`config.mk`:
```
export PLATFORM = sky130hd
export DESIGN_NAME = watchdog_timer_control
export DESIGN_NICKNAME = d
export VERILOG_FILES = /design/src/hdl/wdt_pkg.sv /design/src/hdl/watchdog_timer_control.sv /design/src/hdl/wdt_bincnt.sv /design/src/hdl/wdt_divider.sv
export SDC_FILE = /design/constraint.sdc
export NUM_CORES = 1
export LEC_CHECK = 0
export BUFFER_PORTS_ARGS = -buffer_cell sky130_fd_sc_hd__buf_2
export CORE_MARGIN = 3
export CORE_UTILIZATION = 49
export DETAILED_ROUTE_END_ITERATION = 8
export PLACE_DENSITY = 0.79
export SYNTH_ARGS = -nofsm -noshare
export SYNTH_HDL_FRONTEND = slang
export SYNTH_SLANG_ARGS = --single-unit
```
`constraint.sdc`:
```
create_clock -name aclk -period 1.94 [get_ports aclk]
set_input_delay 0.097 -clock aclk [delete_from_list [all_inputs] [get_ports aclk]]
set_output_delay 0.097 -clock aclk [all_outputs]
set_load 0.03 [all_outputs]
```
`src/hdl/wdt_pkg.sv`:
```
// constants, types and decode helpers of the watchdog block
// shared by the register top and its divider and counter stages
package wdt_pkg;

    localparam int ADDR_W = 8;
    localparam int DATA_W = 32;

    // register map, byte addresses
    localparam logic [ADDR_W-1:0] ADDR_CONFIG = 8'h34;
    localparam logic [ADDR_W-1:0] ADDR_CODE = 8'h38;
    localparam logic [ADDR_W-1:0] ADDR_STATUS = 8'h3C;

    // watchdog_config fields
    localparam int CFG_ACTION_BIT = 0;
    localparam int CFG_PERIOD_LO = 1;
    localparam int CFG_EN_BIT = 3;
    localparam logic [7:0] CFG_RESET = 8'h39;

    // watchdog_code_port codes
    localparam logic [7:0] CODE_CLEAR = 8'h4E;
    localparam logic [7:0] CODE_DISABLE = 8'hB1;
    localparam logic [7:0] CODE_TRAP_EN = 8'hD2;

    // status fields
    localparam int ST_ACTION_BIT = 0;
    localparam int ST_PERIOD_LO = 1;
    localparam int ST_CFG_EN_BIT = 3;
    localparam int ST_ACTIVE_BIT = 4;
    localparam int ST_NMI_BIT = 5;
    localparam int ST_RESET_BIT = 6;
    localparam int ST_COUNT_LO = 8;

    // timing: fc is aclk, 4 ns
    localparam int CLK_PERIOD_PS = 4000;
    localparam int RESET_FC_PERIODS = 24;
    localparam int RESET_TIME_PS = RESET_FC_PERIODS * CLK_PERIOD_PS;
    localparam int RESET_CYCLES = RESET_TIME_PS / CLK_PERIOD_PS;
    localparam int PERIOD_LOG2_DEFAULT = 25;
    localparam int BIN_W = 2;
    localparam int DIV_W = 24;

    localparam logic [1:0] RESP_OKAY = 2'b00;
    localparam logic [1:0] RESP_SLVERR = 2'b10;

    typedef enum logic [1:0] {SEL_CFG, SEL_CODE, SEL_STATUS, SEL_NONE} sel_t;
    typedef enum logic [1:0] {CD_NONE, CD_CLEAR, CD_DISABLE, CD_TRAP} code_t;

    function automatic sel_t reg_sel(input logic [ADDR_W-1:0] a);
        sel_t s;
        s = SEL_NONE;
        if (a[ADDR_W-1:2] == ADDR_CONFIG[ADDR_W-1:2]) s = SEL_CFG;
        if (a[ADDR_W-1:2] == ADDR_CODE[ADDR_W-1:2]) s = SEL_CODE;
        if (a[ADDR_W-1:2] == ADDR_STATUS[ADDR_W-1:2]) s = SEL_STATUS;
        return s;
    endfunction

    function automatic code_t decode_code(input logic [7:0] v);
        code_t c;
        c = CD_NONE;
        if (v == CODE_CLEAR) c = CD_CLEAR;
        if (v == CODE_DISABLE) c = CD_DISABLE;
        if (v == CODE_TRAP_EN) c = CD_TRAP;
        return c;
    endfunction

    // divider tick span: a quarter of the detection period
    function automatic int tick_shift(input logic [1:0] sel, input int base);
        return base - BIN_W - 2 * int'(sel);
    endfunction

endpackage

```
`src/hdl/watchdog_timer_control.sv`:
```
// watchdog timer: AXI4-Lite registers, divider, counter, overflow actions
// assumes aclk is the high-frequency clock and mode inputs are synchronous
//
// Local design decision: the AXI4-Lite interface to the registers.
`timescale 1ns/100ps

module watchdog_timer_control #(
    parameter int PERIOD_LOG2 = wdt_pkg::PERIOD_LOG2_DEFAULT
) (
    input wire logic aclk,
    input wire logic aresetn,
    input wire logic [wdt_pkg::ADDR_W-1:0] s_axi_awaddr,
    input wire logic [2:0] s_axi_awprot,
    input wire logic s_axi_awvalid,
    output logic s_axi_awready,
    input wire logic [wdt_pkg::DATA_W-1:0] s_axi_wdata,
    input wire logic [3:0] s_axi_wstrb,
    input wire logic s_axi_wvalid,
    output logic s_axi_wready,
    output logic [1:0] s_axi_bresp,
    output logic s_axi_bvalid,
    input wire logic s_axi_bready,
    input wire logic [wdt_pkg::ADDR_W-1:0] s_axi_araddr,
    input wire logic [2:0] s_axi_arprot,
    input wire logic s_axi_arvalid,
    output logic s_axi_arready,
    output logic [wdt_pkg::DATA_W-1:0] s_axi_rdata,
    output logic [1:0] s_axi_rresp,
    output logic s_axi_rvalid,
    input wire logic s_axi_rready,
    input wire logic stop_mode,
    input wire logic idle_mode,
    input wire logic nmi_accept,
    output logic overflow_nmi,
    output logic wdt_reset_req,
    output logic trap_code_seen
);
    import wdt_pkg::*;

    typedef enum logic {RST_IDLE, RST_ACTIVE} rst_state_t;

    // bus slave state
    logic awready_q;
    logic wready_q;
    logic bvalid_q;
    logic [1:0] bresp_q;
    logic arready_q;
    logic rvalid_q;
    logic [1:0] rresp_q;
    logic [DATA_W-1:0] rdata_q;
    logic [ADDR_W-1:0] waddr_q;
    logic [7:0] wbyte_q;
    logic wlane_q;

    // watchdog control state
    logic cfg_en_q;
    logic active_q;
    logic [1:0] period_q;
    logic action_q;
    logic nmi_q;
    logic trap_q;
    rst_state_t rst_state_q;
    rst_state_t rst_state_d;
    logic [4:0] rst_cnt_q;
    logic rst_req_q;

    // internal nets
    logic aw_fire;
    logic w_fire;
    logic ar_fire;
    logic do_write;
    sel_t wsel;
    sel_t rsel;
    code_t wcode;
    logic cfg_wr;
    logic code_wr;
    logic clear_pulse;
    logic hold;
    logic tick;
    logic overflow;
    logic [BIN_W-1:0] count;

    assign aw_fire = s_axi_awvalid && awready_q;
    assign w_fire = s_axi_wvalid && wready_q;
    assign ar_fire = s_axi_arvalid && arready_q;
    assign do_write = !awready_q && !wready_q && !bvalid_q;
    assign wsel = reg_sel(waddr_q);
    assign rsel = reg_sel(s_axi_araddr);
    assign wcode = decode_code(wbyte_q);
    assign cfg_wr = do_write && wlane_q && (wsel == SEL_CFG);
    assign code_wr = do_write && wlane_q && (wsel == SEL_CODE);
    assign clear_pulse = code_wr && (wcode == CD_CLEAR);
    assign hold = stop_mode || idle_mode;

    // write address channel
    always_ff @(posedge aclk) begin
        if (!aresetn) begin
            awready_q <= 1'b1;
            waddr_q <= '0;
        end else if (aw_fire) begin
            awready_q <= 1'b0;
            waddr_q <= s_axi_awaddr;
        end else if (bvalid_q && s_axi_bready) begin
            awready_q <= 1'b1;
        end
    end

    // write data channel, only the low byte lane carries data
    always_ff @(posedge aclk) begin
        if (!aresetn) begin
            wready_q <= 1'b1;
            wbyte_q <= '0;
            wlane_q <= 1'b0;
        end else if (w_fire) begin
            wready_q <= 1'b0;
            wbyte_q <= s_axi_wdata[7:0];
            wlane_q <= s_axi_wstrb[0];
        end else if (bvalid_q && s_axi_bready) begin
            wready_q <= 1'b1;
        end
    end

    // write response
    always_ff @(posedge aclk) begin
        if (!aresetn) begin
            bvalid_q <= 1'b0;
            bresp_q <= RESP_OKAY;
        end else if (do_write) begin
            bvalid_q <= 1'b1;
            if (wsel == SEL_CFG || wsel == SEL_CODE) begin
                bresp_q <= RESP_OKAY;
            end else begin
                bresp_q <= RESP_SLVERR;
            end
        end else if (s_axi_bready) begin
            bvalid_q <= 1'b0;
        end
    end

    // read channel
    always_ff @(posedge aclk) begin
        if (!aresetn) begin
            arready_q <= 1'b1;
            rvalid_q <= 1'b0;
            rresp_q <= RESP_OKAY;
            rdata_q <= '0;
        end else if (ar_fire) begin
            arready_q <= 1'b0;
            rvalid_q <= 1'b1;
            rdata_q <= '0;
            rresp_q <= RESP_OKAY;
            case (rsel)
                SEL_CFG: begin
                    rdata_q <= '0;
                end
                SEL_CODE: begin
                    rdata_q <= '0;
                end
                SEL_STATUS: begin
                    rdata_q[ST_ACTION_BIT] <= action_q;
                    rdata_q[ST_PERIOD_LO +: 2] <= period_q;
                    rdata_q[ST_CFG_EN_BIT] <= cfg_en_q;
                    rdata_q[ST_ACTIVE_BIT] <= active_q;
                    rdata_q[ST_NMI_BIT] <= nmi_q;
                    rdata_q[ST_RESET_BIT] <= rst_req_q;
                    rdata_q[ST_COUNT_LO +: BIN_W] <= count;
                end
                default: begin
                    rresp_q <= RESP_SLVERR;
                end
            endcase
        end else if (rvalid_q && s_axi_rready) begin
            rvalid_q <= 1'b0;
            arready_q <= 1'b1;
        end
    end

    // run enable bit as written
    always_ff @(posedge aclk) begin
        if (!aresetn) begin
            cfg_en_q <= CFG_RESET[CFG_EN_BIT];
        end else if (cfg_wr) begin
            cfg_en_q <= wbyte_q[CFG_EN_BIT];
        end
    end

    // effective run state
    always_ff @(posedge aclk) begin
        if (!aresetn) begin
            active_q <= CFG_RESET[CFG_EN_BIT];
        end else if (cfg_wr && wbyte_q[CFG_EN_BIT]) begin
            active_q <= 1'b1;
        end else if (code_wr && wcode == CD_DISABLE && !cfg_en_q) begin
            active_q <= 1'b0;
        end
    end

    // detection period select
    always_ff @(posedge aclk) begin
        if (!aresetn) begin
            period_q <= CFG_RESET[CFG_PERIOD_LO +: 2];
        end else if (cfg_wr) begin
            period_q <= wbyte_q[CFG_PERIOD_LO +: 2];
        end
    end

    // overflow action select, one-way to interrupt
    always_ff @(posedge aclk) begin
        if (!aresetn) begin
            action_q <= CFG_RESET[CFG_ACTION_BIT];
        end else if (cfg_wr) begin
            action_q <= action_q && wbyte_q[CFG_ACTION_BIT];
        end
    end

    // trap enable code recognised, trap logic lives elsewhere
    always_ff @(posedge aclk) begin
        if (!aresetn) begin
            trap_q <= 1'b0;
        end else begin
            trap_q <= code_wr && (wcode == CD_TRAP);
        end
    end

    wdt_divider #(
        .PERIOD_LOG2(PERIOD_LOG2)
    ) u_divider (
        .aclk(aclk),
        .aresetn(aresetn),
        .hold(hold),
        .period_sel(period_q),
        .tick(tick)
    );

    wdt_bincnt u_bincnt (
        .aclk(aclk),
        .aresetn(aresetn),
        .tick(tick),
        .hold(hold),
        .clear(clear_pulse),
        .run(active_q),
        .count(count),
        .overflow(overflow)
    );

    // interrupt latch, set wins over accept, no mask applies
    always_ff @(posedge aclk) begin
        if (!aresetn) begin
            nmi_q <= 1'b0;
        end else if (overflow && !action_q) begin
            nmi_q <= 1'b1;
        end else if (nmi_accept) begin
            nmi_q <= 1'b0;
        end
    end

    // reset pulse sequencer
    always_comb begin
        rst_state_d = rst_state_q;
        case (rst_state_q)
            RST_IDLE: begin
                if (overflow && action_q) begin
                    rst_state_d = RST_ACTIVE;
                end
            end
            RST_ACTIVE: begin
                if (rst_cnt_q == 5'(RESET_CYCLES - 1)) begin
                    rst_state_d = RST_IDLE;
                end
            end
            default: begin
                rst_state_d = RST_IDLE;
            end
        endcase
    end

    always_ff @(posedge aclk) begin
        if (!aresetn) begin
            rst_state_q <= RST_IDLE;
        end else begin
            rst_state_q <= rst_state_d;
        end
    end

    always_ff @(posedge aclk) begin
        if (!aresetn) begin
            rst_cnt_q <= '0;
        end else if (rst_state_q == RST_ACTIVE) begin
            rst_cnt_q <= rst_cnt_q + 5'(1);
        end else begin
            rst_cnt_q <= '0;
        end
    end

    always_ff @(posedge aclk) begin
        if (!aresetn) begin
            rst_req_q <= 1'b0;
        end else begin
            rst_req_q <= (rst_state_d == RST_ACTIVE);
        end
    end

    assign s_axi_awready = awready_q;
    assign s_axi_wready = wready_q;
    assign s_axi_bvalid = bvalid_q;
    assign s_axi_bresp = bresp_q;
    assign s_axi_arready = arready_q;
    assign s_axi_rvalid = rvalid_q;
    assign s_axi_rresp = rresp_q;
    assign s_axi_rdata = rdata_q;
    assign overflow_nmi = nmi_q;
    assign wdt_reset_req = rst_req_q;
    assign trap_code_seen = trap_q;

endmodule // watchdog_timer_control

```
`src/hdl/wdt_bincnt.sv`:
```
// two-stage binary counter fed by the divider tick
// assumes clear and run are single-cycle or level controls from the top
`timescale 1ns/100ps
module wdt_bincnt (
    input wire logic aclk,
    input wire logic aresetn,
    input wire logic tick,
    input wire logic hold,
    input wire logic clear,
    input wire logic run,
    output logic [wdt_pkg::BIN_W-1:0] count,
    output logic overflow
);
    import wdt_pkg::*;

    logic [BIN_W-1:0] cnt_q;
    logic ovf_q;
    logic step;

    assign step = tick && !hold && run && !clear;

    always_ff @(posedge aclk) begin
        if (!aresetn) begin
            cnt_q <= '0;
        end else if (clear || !run) begin
            cnt_q <= '0;
        end else if (step) begin
            cnt_q <= cnt_q + BIN_W'(1);
        end
    end

    always_ff @(posedge aclk) begin
        if (!aresetn) begin
            ovf_q <= 1'b0;
        end else begin
            ovf_q <= step && (cnt_q == {BIN_W{1'b1}});
        end
    end

    assign count = cnt_q;
    assign overflow = ovf_q;

endmodule // wdt_bincnt

```
`src/hdl/wdt_divider.sv`:
```
// internal divider of the watchdog, counts on aclk while hold is low
// assumes hold comes from the power-mode logic, synchronous to aclk
`timescale 1ns/100ps
module wdt_divider #(
    parameter int PERIOD_LOG2 = wdt_pkg::PERIOD_LOG2_DEFAULT
) (
    input wire logic aclk,
    input wire logic aresetn,
    input wire logic hold,
    input wire logic [1:0] period_sel,
    output logic tick
);
    import wdt_pkg::*;

    logic [DIV_W-1:0] div_q;
    logic [DIV_W-1:0] mask;
    logic tick_q;

    always_comb begin
        mask = (DIV_W'(1) << tick_shift(period_sel, PERIOD_LOG2)) - DIV_W'(1);
    end

    // divider halts with the mode, never cleared by software
    always_ff @(posedge aclk) begin
        if (!aresetn) begin
            div_q <= '0;
        end else if (!hold) begin
            div_q <= div_q + DIV_W'(1);
        end
    end

    always_ff @(posedge aclk) begin
        if (!aresetn) begin
            tick_q <= 1'b0;
        end else begin
            tick_q <= !hold && ((div_q & mask) == mask);
        end
    end

    assign tick = tick_q;

endmodule // wdt_divider

```
==> metrics.txt, run 1 <==
post-CTS setup buffers 0; Slew Viols, Final 0; Die ar. 7170 sq um; per-instance average area after synthesis 8.72 sq um; ordered list of cells on the worst path ha_1 -> and4bb_4 -> nand3_4 -> or4_1 -> a21oi_1; Die Span X 84.7 um; leading area contributor after synthesis dfxtp_1; top-area cell type share of the netlist area 46.8%; CP peak stage delay 0.52 ns; Pwr Density 773 nW/um^2; drt drc 0; Worst setup EP type flop; Period minus WS final 1.76 ns; area growth from synthesis to layout 19.4%; Final HPWL DP 4280 um; FP Rows 28; core area 5960 sq um; synthesized flop and latch total 71; layout cell share with drive strength beyond 1 19.4%; vias in the first global route 2406; Synth Flop Type dfxtp_1; required time worst endpoint 2.21 ns; pre-CTS WS 0.193 ns; vias per inst 5.18; fin crit share 90.9%; root buffer cell clkbuf_8; setup_tns 0 ns; port buffer count 49; nets@finish 493; WL final 6120 um; status finished, final reports clean; LEAKAGE 0.00148 uW; share of flip-flops with an asynchronous set or reset 0%; Max Root-Sink Buffers 2; Vias 2600; Hold Violations, Final 0; starting density of the core 50.9%; CTS clk-pin slew, worst paths 0.07 ns; CP startpoint kind flop; Synth Warn # 0; sequential-to-total area share from yosys stat 46.8%; Netlist cell types 42; placer's final routability congestion estimate 0.798; crit path from u_divider.div_q[0]$_SDFFE_PN0P_; 1st-pass router iterations 6; Clock Skew 0.00569 ns; n_diodes 0; top cells by area, synth dfxtp_1, buf_4, nand2_1; unrepaired setup endpoints after global routing false; total global routing track utilization 17.9%; critical path arrival 2.03 ns; Hold Path Class in2reg; largest net degree at the start of global routing 29; first-pass GRT wire length 10400 um; Num CTS Buffers 9; beginning of the worst hold path nmi_accept; Post-Syn Instances 348; Avg WL per Cell 12.2 um; Max-Cap Viols 0; CTS H-tree lvls 3; DRT iter0 DRCs 102; type of the worst setup path reg2reg; clk_lat worst skew 0.34 ns; CTS tree done; Post-Syn Area 3030 sq um; CP max FO 11; io pins 112; slowest CP cell or4_1; initial antenna violation count 0; number of synthesized flops with an enable pin 0; Fmax achieved 567 MHz; maximum vdd drop 0.466 mV; clk sink count 71; FF-to-FF Start u_divider.div_q[0]$_SDFFE_PN0P_; grt total ovfl 0; worst setup slack after layout 0.177 ns; endpoints failing setup 0; die extent in y 84.7 um; antenna viol nets, final 0
-- critical path, delay by kind of cell, from the launching register on --
family | cells | cell delay, ns
simple gates | 3 | 0.97
flops | 1 | 0.38
fa+ha+maj | 1 | 0.20
compound gates | 1 | 0.14
-- worst paths after layout --
path | slack (ns) | end | depth (start not counted)
min reg2reg | 0.45 | waddr_q[4]$_SDFFE_PN0P_ | 2
max reg2reg | 0.18 | u_divider.div_q[22]$_SDFFE_PN0P_ | 5
max | 0.18 | u_divider.div_q[22]$_SDFFE_PN0P_ | 5
min | 0.02 | overflow_nmi$_SDFFE_PN0P_ | 3
-- logic make-up (layout without fill, tap and decap cells) --
| group | Yosys count | in the layout | share of synthesized area (%) |
|---|---|---|---|
| simple gates | 146 | 146 | 24.6 |
| flops | 71 | 71 | 46.8 |
| compound gates | 67 | 67 | 12.8 |
| buf+inv | 41 | 96 | 8.78 |
| xor+xnor | 16 | 16 | 4.62 |
| fa+ha+maj | 3 | 3 | 1.24 |
| mux | 3 | 3 | 0.990 |
| other cells | 1 | 25 | 0.124 |
-- sequential cells by signal, indices dropped and copies added, names as in the netlist, 2 cells and up --
| register | cells |
|---|---|
| s_axi_rdata | 9 |
| u_bincnt.count | 2 |
| waddr_q | 6 |
| u_divider.div_q | 23 |
| rst_cnt_q | 5 |
| period_q | 2 |
| wbyte_q | 8 |
-- repair_timing --
action                    CTS  global route
hold endpoints to repair   15             0
resized for setup           0             0
hold buffers               15             0
-- per-stage QoR --
step / hold slack [ns] / total power (uW) / std cells / cell area, sq um / utilization, %
floorplan: 0.216 / 1750 / 372 / 3120 / -
global placement: 0.339 / 1780 / 471 / 3300 / 55.4
detailed placement: 0.344 / 1790 / 471 / 3300 / 55.4
CTS: 0.00379 / 2840 / 502 / 3620 / 60.8
global route: 0.0456 / 2920 / 502 / 3620 / 60.8
finish: 0.0241 / 2800 / 502 / 3620 / 60.8
-- where the power goes --
group	leakage, uW	switching, uW	internal, uW
combinational	0.000808	176	86.3
clock	0.0000918	530	491
sequential	0.000576	25.2	1490
total	0.00148	732	2070
-- layer usage --
metal / track usage, % / up-vias / routed length (um)
li1: - / 1319 / -
met1: 21.4 / 1205 / 2660
met2: 29.0 / 66 / 3000
met3: 5.10 / 10 / 349
met4: 9.35 / 0 / 110
met5: 0 / - / 0
-- synthesized netlist by cell type, types with 4 or more instances --
| master | number |
|---|---|
| or4_1 | 5 |
| o21ai_0 | 13 |
| nor2_1 | 36 |
| xor2_1 | 13 |
| inv_1 | 4 |
| nand2_1 | 52 |
| clkbuf_1 | 8 |
| dfxtp_1 | 71 |
| o31ai_1 | 4 |
| nand4_1 | 9 |
| a21oi_1 | 34 |
| buf_4 | 26 |
| nor4_1 | 4 |
| a22oi_1 | 9 |
| and2_1 | 4 |
| nand2b_1 | 4 |
| nand3_1 | 11 |
| and4_1 | 4 |
-- placed cells by master (no fill, tap or decap), types with 2 or more instances in the layout --
master         netlist  final
dfxtp_1             71     71
nand2_1             52     52
buf_2                0     49
nor2_1              36     36
a21oi_1             34     34
conb_1               1     25
dlygate4sd3_1        0     15
xor2_1              13     13
o21ai_0             13     13
nand3_1             11     11
buf_4               26     11
clkbuf_8             0     10
nand4_1              9      9
a22oi_1              9      9
or4_1                5      5
inv_1                4      4
and2_1               4      4
nand2b_1             4      4
nor4_1               4      4
and4_1               4      4
o31ai_1              4      4
clkinv_2             0      4
nor4bb_1             3      3
mux2i_1              3      3
xnor2_1              3      3
or3_1                3      3
ha_1                 3      3
nor2b_1              2      2
or3_2                2      2
-- cell type report --
type                            instances  area (sq um)
Tap cell                               75          93.8
Clock inverter                          6          36.3
Fill cell                             527          2330
Inverter                                5          18.8
Clock buffer                           10           138
Multi-Input combinational cell        260          1440
Timing Repair Buffer                   75           478
Sequential cell                        71          1420
(Power assumes the default switching activity.)
==> run 2: changes to the inputs <==
- PLACE_DENSITY: 0.79 -> not set
- PLACE_DENSITY_LB_ADDON: not set -> 0.25
- SETUP_SLACK_MARGIN: not set -> 0.3
==> metrics.txt, run 2 (synthesis gave the netlist of run 1 again) <==
area growth from synthesis to layout 22.4%; DP Cell Count 469 (-0.42%); Cell Count, Final, Fillers Out 503 (+0.20%); layout cell share with drive strength beyond 1 21.7% (+2.3 points); Slew Viols, Final 0 (unchanged); clk sink count 71 (unchanged); Hold Path Class in2reg; vias per inst 5.14 (-0.74%); R2R Setup Slk 0.35 ns (+0.17 ns); Vias 2586 (-0.54%); required time worst endpoint 2.20 ns (about the same); Num CTS Buffers 9 (unchanged); Die ar. 7170 sq um (unchanged); core area 5960 sq um (unchanged); setup_tns 0 ns (unchanged); drt drc 0 (unchanged); Worst setup EP type flop; status finished, final reports clean; met2 Use GR 28.2% (-0.85 points); routing usage on met3 3.43% (-1.7 points); 1st-pass router iterations 5 (-1); initial antenna violation count 0 (unchanged); first-pass GRT wire length 10100 um (-2.9%); Hold Violations, Final 0 (unchanged); maximum vdd drop 0.405 mV (-13%); largest net degree at the start of global routing 35 (+21%); placer's final routability congestion estimate 0.751 (-5.8%); clk_lat worst skew 0.33 ns (about the same); io pins 112 (unchanged); FF-to-FF Start u_divider.div_q[0]$_SDFFE_PN0P_; root buffer cell clkbuf_8; Top reg by flops u_divider.div_q; port buffer count 49 (unchanged); Final HPWL DP 4150 um (-3.2%); Fmax achieved 627 MHz (+11%); WL final 6170 um (+0.85%); total global routing track utilization 17.1% (-0.76 points); commonest non-fill, non-tap cell in the layout dfxtp_1; fillcell total 549 (+4.2%); Max-Cap Viols 0 (unchanged); CTS H-tree lvls 3 (unchanged); CTS clk-pin slew, worst paths 0.07 ns (about the same); antenna viol nets, final 0 (unchanged); CTS tree done; nets@finish 494 (+0.20%); most frequent cells in the layout dfxtp_1, nand2_1, buf_2; end of the worst hold path waddr_q[6]$_SDFFE_PN0P_; vias in the first global route 2311 (-3.9%); CP max FO 8 (-3); gr busiest metal met2; Period minus WS final 1.59 ns (-0.168 ns); GR Util met1 21.3% (-0.087 points); FP Rows 28 (unchanged); DRT iter0 DRCs 113 (+11%); Largest register FFs 23 (unchanged); die extent in y 84.7 um (unchanged); Pwr Density 787 nW/um^2 (+1.9%); type of the worst setup path reg2reg; grt total ovfl 0 (unchanged); LEAKAGE 0.00150 uW (+1.3%); Die Span X 84.7 um (unchanged); Max Root-Sink Buffers 2 (unchanged); Clock Skew 0.00737 ns (+0.00168 ns); WHS 0.0142 ns (-0.00986 ns); beginning of the worst hold path s_axi_awaddr[6]; unrepaired setup endpoints after global routing true; Avg WL per Cell 12.3 um (+0.65%); hold depth 3 (unchanged); n_diodes 0 (unchanged); CP startpoint kind flop; r2r endpoint u_divider.div_q[22]$_SDFFE_PN0P_; critical path arrival 1.85 ns (-0.18 ns); starting density of the core 50.9% (unchanged); fin crit share 82.2% (-8.7 points); endpoints failing setup 0 (unchanged); R2R cell count 5 (unchanged)
==> run 2: what timing repair did <==
item,in CTS,in global routing
setup buffers,4,2
resized for setup,5,10
pin swaps,0,3
setup endpoints to repair,9,11
hold endpoints to repair,12,0
hold buffers,12,0
==> run 2: report_power, final <==
group | internal, uW | switching (uW)
Sequential | 1490 | 29.5
Clock | 629 | 509
Combinational | 89.6 | 177
Total | 2210 | 715
==> run 2: worst max path at each step <==
stage	from	to
after floorplan	u_divider.div_q[0]$_SDFFE_PN0P_	u_divider.div_q[22]$_SDFFE_PN0P_
after global placement	waddr_q[4]$_SDFFE_PN0P_	u_bincnt.count[0]$_SDFFE_PP0P_
after detailed placement	waddr_q[4]$_SDFFE_PN0P_	u_bincnt.count[0]$_SDFFE_PP0P_
after CTS	u_divider.div_q[0]$_SDFFE_PN0P_	u_divider.div_q[20]$_SDFFE_PN0P_
after global routing	u_divider.div_q[0]$_SDFFE_PN0P_	u_divider.div_q[19]$_SDFFE_PN0P_
final	u_divider.div_q[0]$_SDFFE_PN0P_	u_divider.div_q[22]$_SDFFE_PN0P_
==> run 2: through the flow <==
| step | cell area (sq um) | util (%) | setup slack, ns | total power, uW |
|---|---|---|---|---|
| 4_1_cts | 3660 | 61.4 | 0.310 | 2950 |
| 3_5_place_dp | 3300 | 55.5 | 0.216 | 1790 |
| 3_3_place_gp | 3300 | 55.5 | 0.213 | 1790 |
| 5_1_grt | 3710 | 62.4 | 0.265 | 3060 |
| 6_report | 3710 | 62.4 | 0.345 | 2920 |
| 2_1_floorplan | 3130 | - | 0.298 | 1750 |
==> run 2: final cells by class <==
| cell class | instances | area, sq um | area share, % |
|---|---|---|---|
| repair buffers | 76 | 490 | 13.2 |
| clock buffers | 13 | 149 | 4.01 |
| flip-flops and latches | 71 | 1430 | 38.4 |
| clock inverters | 3 | 42.5 | 1.15 |
| inverters | 5 | 18.8 | 0.505 |
| well taps | 75 | 93.8 | 2.53 |
| multi-input cells | 260 | 1490 | 40.2 |
==> run 2: worst max-delay path: stages, from the launching register on <==
cell and delay (ns):
dfxtp_4 0.37, ha_4 0.13, and4bb_4 0.26, nand3_4 0.11, or4_1 0.53, a21oi_1 0.13
==> run 2: per-layer routing <==
metal  up-vias  part of all wire [%]
met2        75                    48
li1       1306                     -
met1      1199                    44
met5         -                     0
met3         6                   5.9
met4         0                   1.4
